[src/logic/asc_defines.svh]
// Constants for the accelerometer scale and calibration register bank
// Assumes a 32-bit Avalon-MM slave with word addressing (byte addr = index * 4)
// Summary of operation
// RL1: Range code 000..100 selects 2g,4g,8g,16g,12g; 101..111 are reserved.
// RL2: Filter enable bit 3 zero bypasses the low-pass filter, one applies it.
// RL3: Bandwidth code 001,010,011,101 gives cutoff rate/4.255,/6,/12,/16; others reserved.
// RL4: Software always writes zero to bit 7 of the range control register.
// RL5: Output samples are sign-extended two's complement, scaled to the chosen range.
// RL6: Signed per-axis offset added to filter output; low byte bits 7:0, high 14:8.
// RL7: Offsets and gains load from OTP at reset and init; writes replace them.
// RL8: Each axis holds a 9-bit unsigned gain, low byte at consecutive addresses.
// RL9: Gain bit 8 is bit 7 of the axis offset high-byte register.
// RL10: Software uses read-modify-write to keep neighbouring bits unchanged; the bank here reads back zero except the status word.
// RL11: New settings take effect from the next sample, never mid-sample.
`ifndef ASC_DEFINES_SVH
`define ASC_DEFINES_SVH

// Register indices; byte address is index times four
`define ASC_IDX_CTRL      8'h20
`define ASC_IDX_X_OFFSET_VALUE_LO   8'h21
`define ASC_IDX_X_OFFSET_VALUE_HI   8'h22
`define ASC_IDX_Y_OFFSET_VALUE_LO   8'h23
`define ASC_IDX_Y_OFFSET_VALUE_HI   8'h24
`define ASC_IDX_Z_OFFSET_VALUE_LO   8'h25
`define ASC_IDX_Z_OFFSET_VALUE_HI   8'h26
`define ASC_IDX_X_GAIN_LOW     8'h27
`define ASC_IDX_Y_GAIN_LOW     8'h28
`define ASC_IDX_Z_GAIN_LOW     8'h29
// Extra status and command registers
`define ASC_IDX_STATUS    8'h30
`define ASC_IDX_INIT      8'h31

// Field positions of the control and offset high-byte registers
`define ASC_CTRL_RSV_BIT  7
`define ASC_RANGE_HI      6
`define ASC_RANGE_LO      4
`define ASC_LPEN_BIT      3
`define ASC_BW_HI         2
`define ASC_BW_LO         0
`define ASC_GAIN8_BIT     7
`define ASC_CTRL_RESET    8'h00

// Range codes
`define ASC_RANGE_2G      3'h0
`define ASC_RANGE_4G      3'h1
`define ASC_RANGE_8G      3'h2
`define ASC_RANGE_16G     3'h3
`define ASC_RANGE_12G     3'h4
// Bandwidth codes
`define ASC_BW_1          3'h1
`define ASC_BW_2          3'h2
`define ASC_BW_3          3'h3
`define ASC_BW_5          3'h5

// OTP image: 9 words of 8 bits, six offset bytes then three gain bytes packed
`define ASC_OTP_WORDS     4'h9
`define ASC_OTP_AW        4
`define ASC_RDATA_ZERO    32'h0000_0000
`endif

[src/logic/asc_pkg.sv]
// Types for the accelerometer scale and calibration register bank
// Assumes asc_defines.svh supplies every number
package asc_pkg;
  typedef enum logic [2:0] {
    ASC_FS_2G, ASC_FS_4G, ASC_FS_8G, ASC_FS_16G, ASC_FS_12G, ASC_FS_RSV
  } asc_range_t;
  typedef enum logic [2:0] {
    ASC_BWS_1, ASC_BWS_2, ASC_BWS_3, ASC_BWS_5, ASC_BWS_RSV
  } asc_bw_t;
  typedef enum logic [1:0] {
    ASC_ST_LOAD, ASC_ST_WAIT, ASC_ST_RUN
  } asc_state_t;
endpackage

[src/logic/asc_otp_rom.sv]
// One-time-programmable calibration memory model, registered read data
// Assumes contents are fused at manufacture; values here are arbitrary defaults
`timescale 1ns/1ps
`include "asc_defines.svh"
module asc_otp_rom (
  input  wire logic                    ref_clk_i,
  input  wire logic [`ASC_OTP_AW-1:0]  addr_i,
  output logic      [7:0]              data_o
);
  logic [7:0] data_q;
  logic [7:0] data_d;

  // Arbitrary fused image: zero offsets, gain of 256
  always_comb begin
    case (addr_i)
      4'h1:    data_d = 8'h80;
      4'h3:    data_d = 8'h80;
      4'h5:    data_d = 8'h80;
      default: data_d = 8'h00;
    endcase
  end

  // Registered read port
  always_ff @(posedge ref_clk_i) begin
    data_q <= data_d;
  end

  assign data_o = data_q;
endmodule

[src/logic/asc_sample_gate.sv]
// Holds applied settings and refreshes them only at a sample boundary
// Assumes sample_start_i pulses once as each new sample begins
`timescale 1ns/1ps
module asc_sample_gate #(
  parameter int W = 8
) (
  input  wire logic         ref_clk_i,
  input  wire logic         rstn_i,
  input  wire logic         sample_start_i,
  input  wire logic [W-1:0] shadow_i,
  output logic      [W-1:0] applied_o
);
  logic [W-1:0] app_q;
  logic [W-1:0] app_d;

  // Take the shadow copy only as a sample starts
  always_comb begin
    app_d = app_q;
    if (sample_start_i) begin
      app_d = shadow_i; // [RL11]
    end
  end

  always_ff @(posedge ref_clk_i) begin
    if (!rstn_i) begin
      app_q <= '0;
    end else begin
      app_q <= app_d;
    end
  end

  assign applied_o = app_q;
endmodule

[src/logic/asc_regs.sv]
// Accelerometer scale, filter and calibration register bank
// Assumes Avalon-MM master on ref_clk_i, word addresses, 32-bit data
//
// Implementation choice: the Avalon-MM register port.
`timescale 1ns/1ps
`include "asc_defines.svh"
module asc_regs (
  input  wire logic        ref_clk_i,
  input  wire logic        rstn_i,
  input  wire logic [7:0]  avs_address,
  input  wire logic        avs_read,
  input  wire logic        avs_write,
  input  wire logic [31:0] avs_writedata,
  input  wire logic [3:0]  avs_byteenable,
  output logic      [31:0] avs_readdata,
  output logic             avs_waitrequest,
  output logic      [1:0]  avs_response,
  input  wire logic        sample_start_i,
  output logic      [2:0]  full_scale_o,
  output logic      [4:0]  scale_shift_o,
  output logic             range_valid_o,
  output logic             lowpass_enable_o,
  output logic      [2:0]  lowpass_bandwidth_o,
  output logic      [3:0]  bw_divisor_sel_o,
  output logic             bw_valid_o,
  output logic      [14:0] x_offset_value_o,
  output logic      [14:0] y_offset_value_o,
  output logic      [14:0] z_offset_value_o,
  output logic      [8:0]  x_gain_value_o,
  output logic      [8:0]  y_gain_value_o,
  output logic      [8:0]  z_gain_value_o,
  output logic             calib_loaded_o
);
  // Shadow registers written by software or OTP
  logic [7:0]  ctrl_q, ctrl_d;
  logic [7:0]  off_lo_q [3], off_lo_d [3];
  logic [7:0]  off_hi_q [3], off_hi_d [3];
  logic [7:0]  gain_q [3], gain_d [3];
  asc_pkg::asc_state_t st_q, st_d;
  logic [`ASC_OTP_AW-1:0] ptr_q, ptr_d;
  logic [`ASC_OTP_AW-1:0] rd_ptr_q, rd_ptr_d;
  logic [7:0]  otp_data;
  logic        wait_q, wait_d;
  logic [31:0] rdata_q, rdata_d;
  logic [1:0]  resp_q, resp_d;
  logic        load_flag_q, load_flag_d;
  logic [7:0]  ctrl_app;
  logic [71:0] cal_app;

  // Range code to output scale shift
  function automatic logic [4:0] range_shift(input logic [2:0] c);
    case (c)
      `ASC_RANGE_2G:  range_shift = 5'h0;
      `ASC_RANGE_4G:  range_shift = 5'h1;
      `ASC_RANGE_8G:  range_shift = 5'h2;
      `ASC_RANGE_16G: range_shift = 5'h3;
      `ASC_RANGE_12G: range_shift = 5'h4;
      default:        range_shift = 5'h1f;
    endcase
  endfunction

  // Bandwidth code to cutoff divisor index
  function automatic logic [3:0] bw_sel(input logic [2:0] c);
    case (c)
      `ASC_BW_1: bw_sel = 4'h1;
      `ASC_BW_2: bw_sel = 4'h2;
      `ASC_BW_3: bw_sel = 4'h3;
      `ASC_BW_5: bw_sel = 4'h5;
      default:   bw_sel = 4'h0;
    endcase
  endfunction

  // Word index that holds a writable register
  function automatic logic idx_mapped(input logic [7:0] a);
    idx_mapped = ((a >= `ASC_IDX_CTRL) && (a <= `ASC_IDX_Z_GAIN_LOW)) || (a == `ASC_IDX_INIT);
  endfunction

  asc_otp_rom u_otp (
    .ref_clk_i (ref_clk_i),
    .addr_i    (ptr_q),
    .data_o    (otp_data)
  );

  // OTP load sequencer and register writes
  always_comb begin
    st_d        = st_q;
    ptr_d       = ptr_q;
    rd_ptr_d    = ptr_q;
    ctrl_d      = ctrl_q;
    off_lo_d    = off_lo_q;
    off_hi_d    = off_hi_q;
    gain_d      = gain_q;
    load_flag_d = load_flag_q;
    wait_d      = 1'b1;
    rdata_d     = `ASC_RDATA_ZERO;
    resp_d      = 2'h0;
    case (st_q)
      asc_pkg::ASC_ST_LOAD: begin
        // One OTP word per cycle; data lags address by a cycle
        ptr_d = ptr_q + 4'h1;
        st_d  = asc_pkg::ASC_ST_WAIT;
      end
      asc_pkg::ASC_ST_WAIT: begin
        case (rd_ptr_q)
          4'h0: off_lo_d[0] = otp_data; // [RL7]
          4'h1: off_hi_d[0] = otp_data;
          4'h2: off_lo_d[1] = otp_data;
          4'h3: off_hi_d[1] = otp_data;
          4'h4: off_lo_d[2] = otp_data;
          4'h5: off_hi_d[2] = otp_data;
          4'h6: gain_d[0]   = otp_data;
          4'h7: gain_d[1]   = otp_data;
          default: gain_d[2] = otp_data;
        endcase
        if (rd_ptr_q == `ASC_OTP_WORDS - 4'h1) begin
          st_d        = asc_pkg::ASC_ST_RUN;
          load_flag_d = 1'b1;
          ptr_d       = '0;
        end else begin
          ptr_d = ptr_q + 4'h1;
        end
        rd_ptr_d = ptr_q;
      end
      asc_pkg::ASC_ST_RUN: begin
        // First cycle prepares the answer; nothing is committed yet
        if ((avs_read || avs_write) && avs_waitrequest) begin
          wait_d = 1'b0;
          if (avs_write && avs_byteenable[0] && !idx_mapped(avs_address)) begin
            resp_d = 2'h3;
          end else if (avs_read) begin
            // Bank is write-only; status word shows load state
            if (avs_address == `ASC_IDX_STATUS) begin
              rdata_d = {31'h0000_0000, load_flag_q};
            end
          end
        end else if (avs_write && !avs_waitrequest && avs_byteenable[0]) begin
          // Write lands at the handshake edge only
          case (avs_address)
            `ASC_IDX_CTRL:    ctrl_d = avs_writedata[7:0]; // [RL1] [RL2] [RL3]
            `ASC_IDX_X_OFFSET_VALUE_LO: off_lo_d[0] = avs_writedata[7:0]; // [RL6]
            `ASC_IDX_X_OFFSET_VALUE_HI: off_hi_d[0] = avs_writedata[7:0]; // [RL9]
            `ASC_IDX_Y_OFFSET_VALUE_LO: off_lo_d[1] = avs_writedata[7:0];
            `ASC_IDX_Y_OFFSET_VALUE_HI: off_hi_d[1] = avs_writedata[7:0];
            `ASC_IDX_Z_OFFSET_VALUE_LO: off_lo_d[2] = avs_writedata[7:0];
            `ASC_IDX_Z_OFFSET_VALUE_HI: off_hi_d[2] = avs_writedata[7:0];
            `ASC_IDX_X_GAIN_LOW:   gain_d[0] = avs_writedata[7:0]; // [RL8]
            `ASC_IDX_Y_GAIN_LOW:   gain_d[1] = avs_writedata[7:0];
            `ASC_IDX_Z_GAIN_LOW:   gain_d[2] = avs_writedata[7:0];
            `ASC_IDX_INIT: begin
              if (avs_writedata[0]) begin
                st_d        = asc_pkg::ASC_ST_LOAD; // [RL7]
                ptr_d       = '0;
                load_flag_d = 1'b0;
              end
            end
            default: ;
          endcase
        end
      end
      default: st_d = asc_pkg::ASC_ST_LOAD;
    endcase
  end

  always_ff @(posedge ref_clk_i) begin
    if (!rstn_i) begin
      st_q        <= asc_pkg::ASC_ST_LOAD;
      ptr_q       <= '0;
      rd_ptr_q    <= '0;
      ctrl_q      <= `ASC_CTRL_RESET;
      off_lo_q    <= '{default: 8'h00};
      off_hi_q    <= '{default: 8'h00};
      gain_q      <= '{default: 8'h00};
      load_flag_q <= 1'b0;
      wait_q      <= 1'b1;
      rdata_q     <= `ASC_RDATA_ZERO;
      resp_q      <= 2'h0;
    end else begin
      st_q        <= st_d;
      ptr_q       <= ptr_d;
      rd_ptr_q    <= rd_ptr_d;
      ctrl_q      <= ctrl_d;
      off_lo_q    <= off_lo_d;
      off_hi_q    <= off_hi_d;
      gain_q      <= gain_d;
      load_flag_q <= load_flag_d;
      wait_q      <= wait_d;
      rdata_q     <= rdata_d;
      resp_q      <= resp_d;
    end
  end

  // Settings move to the datapath only at sample boundaries
  asc_sample_gate #(.W(8)) u_ctrl_gate (
    .ref_clk_i      (ref_clk_i),
    .rstn_i         (rstn_i),
    .sample_start_i (sample_start_i),
    .shadow_i       (ctrl_q),
    .applied_o      (ctrl_app)
  );

  asc_sample_gate #(.W(72)) u_cal_gate (
    .ref_clk_i      (ref_clk_i),
    .rstn_i         (rstn_i),
    .sample_start_i (sample_start_i && load_flag_q),
    .shadow_i       ({off_hi_q[2], off_lo_q[2], off_hi_q[1], off_lo_q[1],
                      off_hi_q[0], off_lo_q[0], gain_q[2], gain_q[1], gain_q[0]}),
    .applied_o      (cal_app)
  );

  // Decoded output register stage
  logic [2:0]  fs_q;
  logic [4:0]  sh_q;
  logic        rv_q, lpe_q, bwv_q;
  logic [2:0]  bw_q;
  logic [3:0]  bws_q;
  logic [14:0] xo_q, yo_q, zo_q;
  logic [8:0]  xg_q, yg_q, zg_q;
  always_ff @(posedge ref_clk_i) begin
    if (!rstn_i) begin
      fs_q  <= '0;
      sh_q  <= '0;
      rv_q  <= 1'b1;
      lpe_q <= 1'b0;
      bw_q  <= '0;
      bws_q <= '0;
      bwv_q <= 1'b0;
      xo_q  <= '0;
      yo_q  <= '0;
      zo_q  <= '0;
      xg_q  <= '0;
      yg_q  <= '0;
      zg_q  <= '0;
    end else begin
      fs_q  <= ctrl_app[`ASC_RANGE_HI:`ASC_RANGE_LO];
      sh_q  <= range_shift(ctrl_app[`ASC_RANGE_HI:`ASC_RANGE_LO]); // [RL1] [RL5]
      rv_q  <= range_shift(ctrl_app[`ASC_RANGE_HI:`ASC_RANGE_LO]) != 5'h1f;
      lpe_q <= ctrl_app[`ASC_LPEN_BIT]; // [RL2]
      bw_q  <= ctrl_app[`ASC_BW_HI:`ASC_BW_LO];
      bws_q <= bw_sel(ctrl_app[`ASC_BW_HI:`ASC_BW_LO]); // [RL3]
      bwv_q <= bw_sel(ctrl_app[`ASC_BW_HI:`ASC_BW_LO]) != 4'h0;
      // Offset is 15 bits: high byte bits 6:0 over low byte [RL6]
      xo_q  <= {cal_app[38:32], cal_app[31:24]};
      yo_q  <= {cal_app[54:48], cal_app[47:40]};
      zo_q  <= {cal_app[70:64], cal_app[63:56]};
      // Gain bit 8 from the offset high byte bit 7 [RL8] [RL9]
      xg_q  <= {cal_app[39], cal_app[7:0]};
      yg_q  <= {cal_app[55], cal_app[15:8]};
      zg_q  <= {cal_app[71], cal_app[23:16]};
    end
  end

  assign avs_readdata        = rdata_q;
  assign avs_waitrequest     = wait_q;
  assign avs_response        = resp_q;
  assign full_scale_o        = fs_q;
  assign scale_shift_o       = sh_q;
  assign range_valid_o       = rv_q;
  assign lowpass_enable_o    = lpe_q;
  assign lowpass_bandwidth_o = bw_q;
  assign bw_divisor_sel_o    = bws_q;
  assign bw_valid_o          = bwv_q;
  assign x_offset_value_o    = xo_q;
  assign y_offset_value_o    = yo_q;
  assign z_offset_value_o    = zo_q;
  assign x_gain_value_o      = xg_q;
  assign y_gain_value_o      = yg_q;
  assign z_gain_value_o      = zg_q;
  assign calib_loaded_o      = load_flag_q;

  // A control write reaches the decoded outputs only after a sample start
  AST_CTRL_HOLD: assert property (@(posedge ref_clk_i) disable iff (!rstn_i)
    !sample_start_i |=> $stable(ctrl_app))
    else $error("control changed without sample start"); // [RL11]

  // Filter enable output follows the applied bit 3
  AST_LPEN: assert property (@(posedge ref_clk_i) disable iff (!rstn_i)
    1'b1 |=> lowpass_enable_o == $past(ctrl_app[`ASC_LPEN_BIT]))
    else $error("filter enable mismatch"); // [RL2]

  // Reserved range codes flag invalid
  AST_RANGE_RSV: assert property (@(posedge ref_clk_i) disable iff (!rstn_i)
    ctrl_app[6:4] > 3'h4 |=> !range_valid_o)
    else $error("reserved range accepted"); // [RL1]

  // Reserved bandwidth codes flag invalid
  AST_BW_RSV: assert property (@(posedge ref_clk_i) disable iff (!rstn_i)
    (ctrl_app[2:0] == 3'h0 || ctrl_app[2:0] == 3'h4 || ctrl_app[2:0] > 3'h5) |=> !bw_valid_o)
    else $error("reserved bandwidth accepted"); // [RL3]

  // Gain msb tracks offset high byte bit 7
  AST_GAIN_MSB: assert property (@(posedge ref_clk_i) disable iff (!rstn_i)
    1'b1 |=> x_gain_value_o[8] == $past(cal_app[39]))
    else $error("gain bit 8 wrong"); // [RL9]

  // Offset is the two bytes joined
  AST_OFFSET: assert property (@(posedge ref_clk_i) disable iff (!rstn_i)
    1'b1 |=> y_offset_value_o == $past({cal_app[54:48], cal_app[47:40]}))
    else $error("offset join wrong"); // [RL6]

  // OTP load completes within bounded cycles of reset
  AST_LOAD_DONE: assert property (@(posedge ref_clk_i) disable iff (!rstn_i)
    st_q == asc_pkg::ASC_ST_LOAD |-> ##[1:30] load_flag_q)
    else $error("calibration load stalled"); // [RL7]

  // Gain low byte write lands
  AST_GAIN_WR: assert property (@(posedge ref_clk_i) disable iff (!rstn_i)
    (st_q == asc_pkg::ASC_ST_RUN && avs_write && !avs_waitrequest && avs_byteenable[0]
     && avs_address == `ASC_IDX_Z_GAIN_LOW) |=> gain_q[2] == $past(avs_writedata[7:0]))
    else $error("gain write lost"); // [RL8]
endmodule

[config.mk]
export PLATFORM = sky130hd
export DESIGN_NAME = asc_regs
export DESIGN_NICKNAME = d
export VERILOG_FILES = /design/src/logic/asc_pkg.sv /design/src/logic/asc_otp_rom.sv /design/src/logic/asc_sample_gate.sv /design/src/logic/asc_regs.sv
export VERILOG_INCLUDE_DIRS = /design/src /design/src/logic
export SDC_FILE = /design/constraint.sdc
export NUM_CORES = 1
export LEC_CHECK = 0
export BUFFER_PORTS_ARGS = -buffer_cell sky130_fd_sc_hd__buf_2
export CAP_MARGIN = 25
export CORE_MARGIN = 3
export CORE_UTILIZATION = 40
export CTS_CLUSTER_DIAMETER = 120
export DETAILED_ROUTE_END_ITERATION = 8
export SYNTH_ARGS = -nofsm -noshare
export SYNTH_HDL_FRONTEND = slang
export SYNTH_HIERARCHICAL = 1
export SYNTH_SLANG_ARGS = --single-unit
[constraint.sdc]
create_clock -name ref_clk_i -period 5.7 [get_ports ref_clk_i]
set_input_delay 0 -clock ref_clk_i [delete_from_list [all_inputs] [get_ports ref_clk_i]]
set_output_delay 0 -clock ref_clk_i [all_outputs]
set_load 0.02 [all_outputs]
==> summary.md, run 1 <==
| Metric | Value |
|---|---|
| Run status | complete, but fails checks |
| Failing checks | hold timing |
| Worst Max-Slew Pin Slew | 1.00 ns |
| Setup repair after global routing missed its margin | false |
| Crit path max-delay cell type | ha_1 |
| Area of the multi-input gates | 3900 um2 |
| Post-Synthesis Cell Area | 9720 um2 |
| Worst Path Max Fanout | 15 |
| Wire length on met1 | 9.58 mm |
| Classification of the worst-slack hold path | in -> reg |
| Headroom to the max-slew limit | 0.331 |
| Crit path largest cell delay | 0.54 ns |
| Number of vias in the routed layout | 5,969 |
| RePlAce Congestion | 0.796 |
| Maximum vdd drop | 210 uV |
| I/O Buffers | 115 |
| Iter 0 DRT Violations | 298 |
| Post-detailed-route DRC marker count | 0 |
| Antenna violations before repair | 1 |
| H-tree levels | 1 |
| Global-route wire length before repair | 30.0 mm |
| I/O pin total | 175 |
| GR Util All Layers | 0.139 |
| Initial core utilization | 0.411 |
| Final hold violation count | 1 |
| Critical Path RT | 6.08 ns |
| Final setup skew | 0.00732 ns |
| Clock Latency Late Sink | 0.53 ns |
| Power density cells | 445 nW/um2 |
| Worst Setup Path Type | reg -> reg |
| Post-route minimum period | 2.47 ns |
| Core area | 23,700 um2 |
| CP Launch Type | register |
| Max frequency | 404 MHz |
| Crit. End Element | register |
| Remaining antenna violation count | 0 |
| Floorplan die area | 26,200 um2 |
| Layout Cells excl Fill | 1,333 |
| Clk Tree Root Cell | clkbuf_16 |
| Router iterations before antenna repair | 4 |
| Number of rows created at floorplan | 56 |
| Post-CTS repair timing setup buffer count | 0 |
| Relative area change from synthesis to final layout | 15.7% |
| Synth Instances | 893 |
| Die Height | 162 um |
| Average vias per placed instance | 4.48 |
| CTS max path bufs | 3 |
| Area used by sequential logic in the layout | 5230 um2 |
| Number of buffers added by the clock tree synthesis step | 28 |
| Total global routing overflow | 0 |
| Clock-pin slew reported for the worst setup and hold paths after clock tree synthesis | 0.06 ns |
| Final critical-path share of the clock period | 0.434 |
| Fill count | 2,303 |
| Die outline width | 162 um |
| # Max-Cap Violations | 0 |
| Static leakage power | 4.93 nW |
| YS warnings | 6 |
| Final TNS setup | 0 ns |
| Placed Cells incl. Taps | 1,265 |
| Number of global-route vias before repair | 5,602 |
| Final net count | 1,047 |
| PostCTS Resize Cnt | 0 |
| Fraction of layout instances using a drive strength above 1 | 0.177 |
| Final Slew Violations | 0 |
| Cts hold-fix bufs | 16 |
| Sum of routed wire length over all layers | 18.8 mm |
| Maximum number of pins on one net before global-route repair | 148 |
| Setup violation total in the final timing report | 0 |
| CTS tree | yes |
| Signal arrival time at the worst endpoint | 2.86 ns |
| Post-synthesis average cell area | 10.9 um2 |
| Worst-case hold slack | -0.00174 ns |
| Routed len/inst | 14.1 um |
| Sequence of cells on the critical path | inv_1 > ha_1 > buf_6 > and4b_1 > a41o_1 > and2_1 > a211oi_1 |
| Clock Sink Count | 261 |
| Final HPWL DP | 11.6 mm |
| Routed wl met2 | 7.92 mm |
| Uppermost layer routed | met4 |
| Amount of wire on met3 after detailed routing | 932 um |
## metrics by stage
| step | setup slack [ns] | total power [mW] | instance area [um2] | utilization |
|---|---|---|---|---|
| floorplan | 3.88 | 3.19 | 9860 | - |
| global placement | 3.04 | 3.29 | 10200 | 0.430 |
| detailed placement | 3.01 | 3.30 | 10200 | 0.430 |
| CTS | 3.02 | 5.07 | 11200 | 0.474 |
| global route | 3.05 | 5.27 | 11200 | 0.475 |
| finish | 3.23 | 5.01 | 11200 | 0.475 |
## cell type report
class | count | area share
flip-flops and latches | 261 | 0.465
clock inverters | 12 | 0.00901
inverters | 13 | 0.00434
well taps | 319 | 0.0355
multi-input cells | 555 | 0.347
clock buffers | 38 | 0.0711
diodes | 1 | 0.000222
repair buffers | 134 | 0.0683
## report_power, final
part | switching, mW | internal, mW
clock network | 0.712 | 1.03
logic | 0.592 | 0.458
registers | 0.136 | 2.08
## registers in the layout, summed over array words and instances (netlist names), 9 cells and up
| name | flops |
|---|---|
| off_lo_q | 24 |
| z_gain_value_o | 9 |
| x_offset_value_o | 15 |
| gain_q | 24 |
| off_hi_q | 24 |
| y_gain_value_o | 9 |
| x_gain_value_o | 9 |
| z_offset_value_o | 15 |
| y_offset_value_o | 15 |
| u_cal_gate/applied_o | 72 |
## layer usage
layer,track usage,up-vias
li1,-,3075
met1,0.203,2735
met2,0.211,136
met3,0.0281,23
met4,0.0341,0
met5,0,-
## critical path: cells and delay by family, from the launching register on
family,cells,cell delay (ns)
and+or+nand+nor,2,0.60
adders and majority gates,1,0.54
AOI/OAI and AO/OA,2,0.51
DFF,1,0.34
buffers and inverters,2,0.34
## worst paths after layout
path,endpoint,start,slack [ns],cells after the start
min,avs_waitrequest,rstn_i,-0.002,2
min reg2reg,u_otp/data_o[7],ptr_q[3],0.45,1
max reg2reg,off_lo_q[18],st_q[0],3.23,7
max,off_lo_q[18],st_q[0],3.23,7
## cells in the final DEF, fill, tap and decap left out, types with 3 or more instances in the layout
master         count
a211oi_1          10
a21o_1             3
a21oi_1           11
a221o_1            7
and2_1            81
buf_2            114
clkbuf_1           5
clkbuf_16         29
clkbuf_8           4
clkinv_2           6
conb_1            39
dfxtp_1          261
dlygate4sd3_1     16
ha_1               5
inv_1             12
mux2i_1          160
nand2_1           75
nand2b_1          10
nand3_1            7
nand3b_1           4
nand4_1            3
nand4b_1           4
nor2_1            15
nor2b_1           84
or2_2              3
or3_1              3
Power figures use the tool's default switching activity.
==> inputs of run 2 (changes only) <==
- ABC_AREA: not set -> 1
- clock period: 5.7 -> 2.2 ns (I/O delays scaled with it)
==> summary.md, run 2 <==
| Metric | Value |
|---|---|
| Max frequency | 493 MHz (+22%) |
| Hold-critical path endpoint | avs_readdata[0] |
| Post-Synthesis Cell Area | 10,200 um2 (+5.1%) |
| Smallest setup slack after layout | 0.172 ns (-3.05 ns) |
| Remaining antenna violation count | 0 (unchanged) |
| CTS tree | yes |
| Commonest non-fill, non-tap cells in the layout | nor2_1 (347), nand2_1 (339), dfxtp_1 (261) |
| Die Height | 166 um (+2.4%) |
| Synth Instances | 1,416 (+59%) |
| Clk Tree Root Cell | clkbuf_16 |
| Standard cell area after detailed placement | 10,900 um2 (+7.3%) |
| Post-route minimum period | 2.03 ns (-0.445 ns) |
| Antenna violations before repair | 1 (unchanged) |
| RePlAce Congestion | 0.851 (+7.0%) |
| Crit. End Element | register |
| Run status | complete, no violations |
| Global-route wire length before repair | 35.4 mm (+18%) |
| Post-route cell area | 12,200 um2 (+8.6%) |
| Most frequent standard cell in the layout excluding fill and tap cells | nor2_1 |
| Final critical-path share of the clock period | 0.922 (+0.488) |
| Headroom to the max-slew limit | 0.568 (+0.238) |
| YS warnings | 6 (unchanged) |
| Critical Path RT | 2.62 ns (-3.46 ns) |
| Total global routing overflow | 0 (unchanged) |
| Worst reg-to-reg path cell count | 11 (+4) |
| Largest register FFs | 72 (unchanged) |
| Signal arrival time at the worst endpoint | 2.45 ns (-0.41 ns) |
| Reg-to-reg critical path endpoint | off_lo_q[0] |
| Worst Max-Slew Pin Slew | 0.647 ns (-0.354 ns) |
| Routed len/inst | 11.1 um (-22%) |
| Critical register-to-register path startpoint | st_q[0] |
| Relative area change from synthesis to final layout | 19.5% |
| Setup violation total in the final timing report | 0 (unchanged) |
| Ant. Diodes | 0 (-1) |
| Post-detailed-route DRC marker count | 0 (unchanged) |
| Final setup skew | 0.00680 ns (-0.000520 ns) |
| Core area | 24,700 um2 (+4.5%) |
| Maximum vdd drop | 631 uV (+200%) |
| Placed Cells incl. Taps | 1,819 (+44%) |
| I/O pin total | 175 (unchanged) |
| Iter 0 DRT Violations | 496 (+66%) |
| Number of rows created at floorplan | 57 (+1.8%) |
| Register-to-register path setup slack | 0.17 ns (-3.05 ns) |
| Dpl ws | 0.224 ns (-2.79 ns) |
| Fraction of layout instances using a drive strength above 1 | 0.147 (-0.0299) |
| CTS max path bufs | 3 (unchanged) |
| Number of cells on the worst hold path | 5 (+3) |
| CP Launch Type | register |
| Number of global-route vias before repair | 7,532 (+34%) |
| Average vias per placed instance | 4.24 (-5.2%) |
| I/O Buffers | 115 (unchanged) |
| Fill count | 2,500 (+8.6%) |
| Overall power | 16.6 mW (+230%) |
| Floorplan die area | 27,500 um2 (+4.9%) |
| Classification of the worst-slack hold path | in -> reg |
| Clock-pin slew reported for the worst setup and hold paths after clock tree synthesis | 0.06 ns (about the same) |
| Min-Delay Startpoint | avs_address[4] |
| Worst Setup Path Type | reg -> reg |
| Worst Path Max Fanout | 5 (-10) |
| Static leakage power | 6.24 nW (+27%) |
| Number of vias in the routed layout | 8,054 (+35%) |
| H-tree levels | 1 (unchanged) |
| Clock Latency Late Sink | 0.52 ns (about the same) |
| GR Util All Layers | 0.149 (+0.00950) |
| Layout Cells excl Fill | 1,898 (+42%) |
| Final HPWL DP | 14.2 mm (+22%) |
| Final TNS setup | 0 ns (unchanged) |
| Clock Sink Count | 261 (unchanged) |
| # Max-Cap Violations | 0 (unchanged) |
| Sum of routed wire length over all layers | 21.0 mm (+12%) |
| Power density cells | 1360 nW/um2 (+200%) |
| Final Slew Violations | 0 (unchanged) |
| Initial core utilization | 0.413 (+0.00251) |
| Final net count | 1,608 (+54%) |
| Router iterations before antenna repair | 4 (unchanged) |
| Maximum number of pins on one net before global-route repair | 74 (-50%) |
| Post-synthesis average cell area | 7.22 um2 (-34%) |
| Final hold violation count | 0 (-1) |
| Die outline width | 166 um (+2.4%) |
| Setup repair after global routing missed its margin | false |
| Number of buffers added by the clock tree synthesis step | 27 (-3.6%) |
run 2: stage by stage:
stage          hold slack (ns)  utilization
2_1_floorplan            0.166            -
3_3_place_gp             0.296        0.441
3_5_place_dp             0.297        0.441
4_1_cts                 0.0296        0.490
5_1_grt                  0.108        0.494
6_report                0.0504        0.494
run 2: report_power, final:
| part | leakage [nW] | total, mW | switching [mW] | internal (mW) |
|---|---|---|---|---|
| sequential | 2.13 | 6.29 | 0.507 | 5.78 |
| clock | 0.476 | 4.90 | 1.82 | 3.08 |
| combinational | 3.63 | 5.39 | 3.50 | 1.89 |
run 2: repair_timing:
item / 4_1_cts / 5_1_grt
endpoints found under the hold margin: 38 / 0
hold buffers: 24 / 0
buffers inserted: 0 / 5
resized for setup: 0 / 11
endpoints found under the setup margin: 0 / 17
run 2: worst max-delay path by stage:
stage             from            to  depth (start not counted)
2_1_floorplan  st_q[0]     gain_q[0]                          7
3_3_place_gp   st_q[0]  off_hi_q[13]                          9
3_5_place_dp   st_q[0]  off_hi_q[13]                          9
4_1_cts        st_q[0]     ctrl_q[2]                          9
5_1_grt        st_q[0]  off_hi_q[16]                         11
6_report       st_q[0]   off_lo_q[0]                         11
run 2: area by class of cell:
cell class                      instances  area, um2  area share
Clock inverter                         10        185      0.0152
Timing Repair Buffer                  165       1080      0.0887
Timing Repair inverter                  1       5.00    0.000410
Tap cell                              324        405      0.0332
Sequential cell                       261       5230       0.428
Clock buffer                           39        791      0.0647
Inverter                              206        779      0.0638
Multi-Input combinational cell        892       3740       0.306
run 2: critical path, cell delays in order, from the launching register on:
cell and delay (ns):
dfxtp_1 0.35, inv_1 0.09, ha_1 0.19, buf_6 0.13, clkinvlp_4 0.13, buf_4 0.16, or2_2 0.29, o21ai_0 0.14
buf_4 0.22, nand3_1 0.10, nand2_1 0.08, nor2_1 0.04
run 2: per-layer routing:
layer,up-vias,part of all wire,global-route usage
li1,4373,-,-
met1,3499,0.48,0.199
met2,143,0.44,0.244
met3,37,0.056,0.0336
met4,2,0.021,0.0394
met5,-,0.00033,0
==> inputs of run 3 (changes only) <==
- ABC_AREA: 1 -> not set
==> summary.md, run 3 (synthesis gave the netlist of run 1 again) <==
| Metric | Value |
|---|---|
| Run status | complete, no violations |
| Final HPWL DP | 12.0 mm (-16%) |
| Critical register-to-register path startpoint | st_q[1] |
| Ant. Diodes | 0 (unchanged) |
| Final hold violation count | 0 (unchanged) |
| Combinational cell fraction of total power | 0.222 (-0.103) |
| Router iterations before antenna repair | 4 (unchanged) |
| Maximum number of pins on one net before global-route repair | 81 (+9.5%) |
| Fill count | 2,279 (-8.8%) |
| Final Slew Violations | 0 (unchanged) |
| H-tree levels | 1 (unchanged) |
| Largest register FFs | 72 (unchanged) |
| Crit path largest cell delay | 0.63 ns (+0.28 ns) |
| Clock-pin slew reported for the worst setup and hold paths after clock tree synthesis | 0.06 ns (about the same) |
| Fraction of layout instances using a drive strength above 1 | 0.194 (+0.0469) |
| Register-to-register path setup slack | 0.29 ns (+0.12 ns) |
| Die outline width | 162 um (-2.4%) |
| Sum of routed wire length over all layers | 18.6 mm (-11%) |
| Final critical-path share of the clock period | 0.962 (+0.0398) |
| Clock Latency Late Sink | 0.53 ns (about the same) |
| Clock share of power | 0.343 (+0.048) |
| Remaining antenna violation count | 0 (unchanged) |
| Cell family with most CP delay | buffers and inverters |
| Routed len/inst | 13.8 um (+25%) |
| Clock Sink Count | 261 (unchanged) |
| Number of global-route vias before repair | 5,702 (-24%) |
| Internal portion of total power | 9.50 mW (-12%) |
| Proportion of power drawn by flip-flops and latches | 0.434 (+0.054) |
| Standard cell area after detailed placement | 10,400 um2 (-4.8%) |
| Layout Cells excl Fill | 1,352 (-29%) |
| Post-route cell area | 11,500 um2 (-6.1%) |
| Switch share | 0.281 (-0.0699) |
| Worst Max-Slew Pin Slew | 0.623 ns (-0.0248 ns) |
| NetSw | 3.72 mW (-36%) |
| Floorplan die area | 26,200 um2 (-4.7%) |
| Most frequent standard cell in the layout excluding fill and tap cells | dfxtp_1 |
| Area used by sequential logic in the layout | 5230 um2 (unchanged) |
| Relative area change from synthesis to final layout | 18.0% |
| Classification of the worst-slack hold path | in -> reg |
| Antenna violations before repair | 0 (-1) |
| Die Height | 162 um (-2.4%) |
| Critical Path RT | 2.65 ns (+0.03 ns) |
| GR Util All Layers | 0.139 (-0.00923) |
| CTS tree | yes |
| Area of the multi-input gates | 3930 um2 (+4.8%) |
| Min-Delay Startpoint | avs_address[2] |
| # Max-Cap Violations | 0 (unchanged) |
| Commonest non-fill, non-tap cells in the layout | dfxtp_1 (261), mux2i_1 (160), buf_2 (114) |
| CP Launch Type | input pin |
| Crit. End Element | register |
| Final TNS setup | 0 ns (unchanged) |
| Maximum vdd drop | 508 uV (-19%) |
| WP buf/inv | 3 (-2) |
| Total global routing overflow | 0 (unchanged) |
| Sequence of cells on the critical path | dlygate4sd3_1 > buf_2 > or3b_4 > dlygate4sd3_1 > o41ai_4 > nand3_1 > o32ai_2 |
| I/O Buffers | 115 (unchanged) |
| Iter 0 DRT Violations | 310 (-38%) |
| Post-detailed-route DRC marker count | 0 (unchanged) |
| CTS max path bufs | 3 (unchanged) |
| Post-layout utilization of the core | 0.485 (-0.00918) |
| RePlAce Congestion | 0.776 (-8.8%) |
| Max frequency | 473 MHz (-4.1%) |
| Worst Setup Path Type | in -> reg |
| Number of vias in the routed layout | 6,055 (-25%) |
| Average vias per placed instance | 4.48 (+5.5%) |
| Static leakage power | 5.05 nW (-19%) |
| Worst-case hold slack | 0.0464 ns (-0.00409 ns) |
| Overall power | 13.2 mW (-20%) |
| Crit path max-delay cell type | dlygate4sd3_1 |
| Smallest setup slack after layout | 0.0840 ns (-0.0876 ns) |
| Post-CTS repair timing setup buffer count | 0 (unchanged) |
| Headroom to the max-slew limit | 0.585 (+0.0166) |
| Number of buffers added by the clock tree synthesis step | 27 (unchanged) |
| I/O pin total | 175 (unchanged) |
| Placed Cells incl. Taps | 1,289 (-29%) |
| Final setup skew | 0.0113 ns (+0.00453 ns) |
| Worst setup path startpoint | avs_address[6] |
| Clk Tree Root Cell | clkbuf_16 |
| Power density cells | 1150 nW/um2 (-15%) |
| Initial core utilization | 0.411 (-0.00251) |
| Number of rows created at floorplan | 56 (-1.8%) |
| Post-route minimum period | 2.12 ns (+0.0876 ns) |
| Final net count | 1,070 (-33%) |
| Setup repair after global routing missed its margin | false |
| Setup violation total in the final timing report | 0 (unchanged) |
| Signal arrival time at the worst endpoint | 2.56 ns (+0.11 ns) |
| Dpl ws | 0.234 ns (+0.00939 ns) |
| Global-route wire length before repair | 30.2 mm (-15%) |
| Worst Path Max Fanout | 4 (-1) |
| Core area | 23,700 um2 (-4.3%) |
| Most prevalent standard cell on the critical path | dlygate4sd3_1 |
==> run 3: cell count changes in the layout (fill, tap and decap cells not counted), sizes merged, moves of 45 or more <==
| cell | change |
|---|---|
| mux2i | +160 |
| and2 | +79 |
| nor2 | -339 |
| nand3 | -45 |
| nand2 | -270 |
| nor2b | +84 |
| inv | -191 |
==> run 3: per-layer routing <==
| metal | vias up | track usage | routed length (um) |
|---|---|---|---|
| li1 | 3125 | - | - |
| met1 | 2762 | 0.200 | 9240 |
| met2 | 139 | 0.213 | 8000 |
| met3 | 29 | 0.0283 | 971 |
| met4 | 0 | 0.0384 | 419 |
| met5 | - | 0 | 0 |
==> run 3: cell type report <==
type | instances | share of cell area
tap | 319 | 0.0348
clock inverter | 10 | 0.0124
multi-input combinational | 555 | 0.342
timing repair buffer | 158 | 0.0858
sequential | 261 | 0.455
clock buffer | 36 | 0.0653
inverter | 13 | 0.00425
==> run 3: worst reg2reg max path, stage by stage (launching register included) <==
cell,delay [ns]
dfxtp_1,0.38
inv_1,0.08
ha_1,0.31
inv_1,0.18
a21o_1,0.32
and2_1,0.38
a211oi_1,0.13
==> run 3: final timing paths <==
path                        to  depth (start not counted)
setup reg to reg  off_lo_q[20]                          6
hold / removal        ptr_q[0]                          5
setup / recovery      ptr_q[3]                          7
hold reg to reg      gain_q[8]                          2
==> run 3: power by group through the flow <==
stage	combinational, mW	clock [mW]	sequential [mW]
5_1_grt	3.23	4.86	5.83
6_report	2.94	4.54	5.74
3_5_place_dp	2.92	0	5.85
2_1_floorplan	2.45	0	5.81
3_3_place_gp	2.89	0	5.84
4_1_cts	2.96	4.68	5.75
==> run 3: repair_timing <==
| item | 4_1_cts | 5_1_grt |
|---|---|---|
| hold buffers | 17 | 0 |
| endpoints found under the hold margin | 50 | 0 |
| setup endpoints to repair | 0 | 1 |
| gates resized for setup | 0 | 3 |
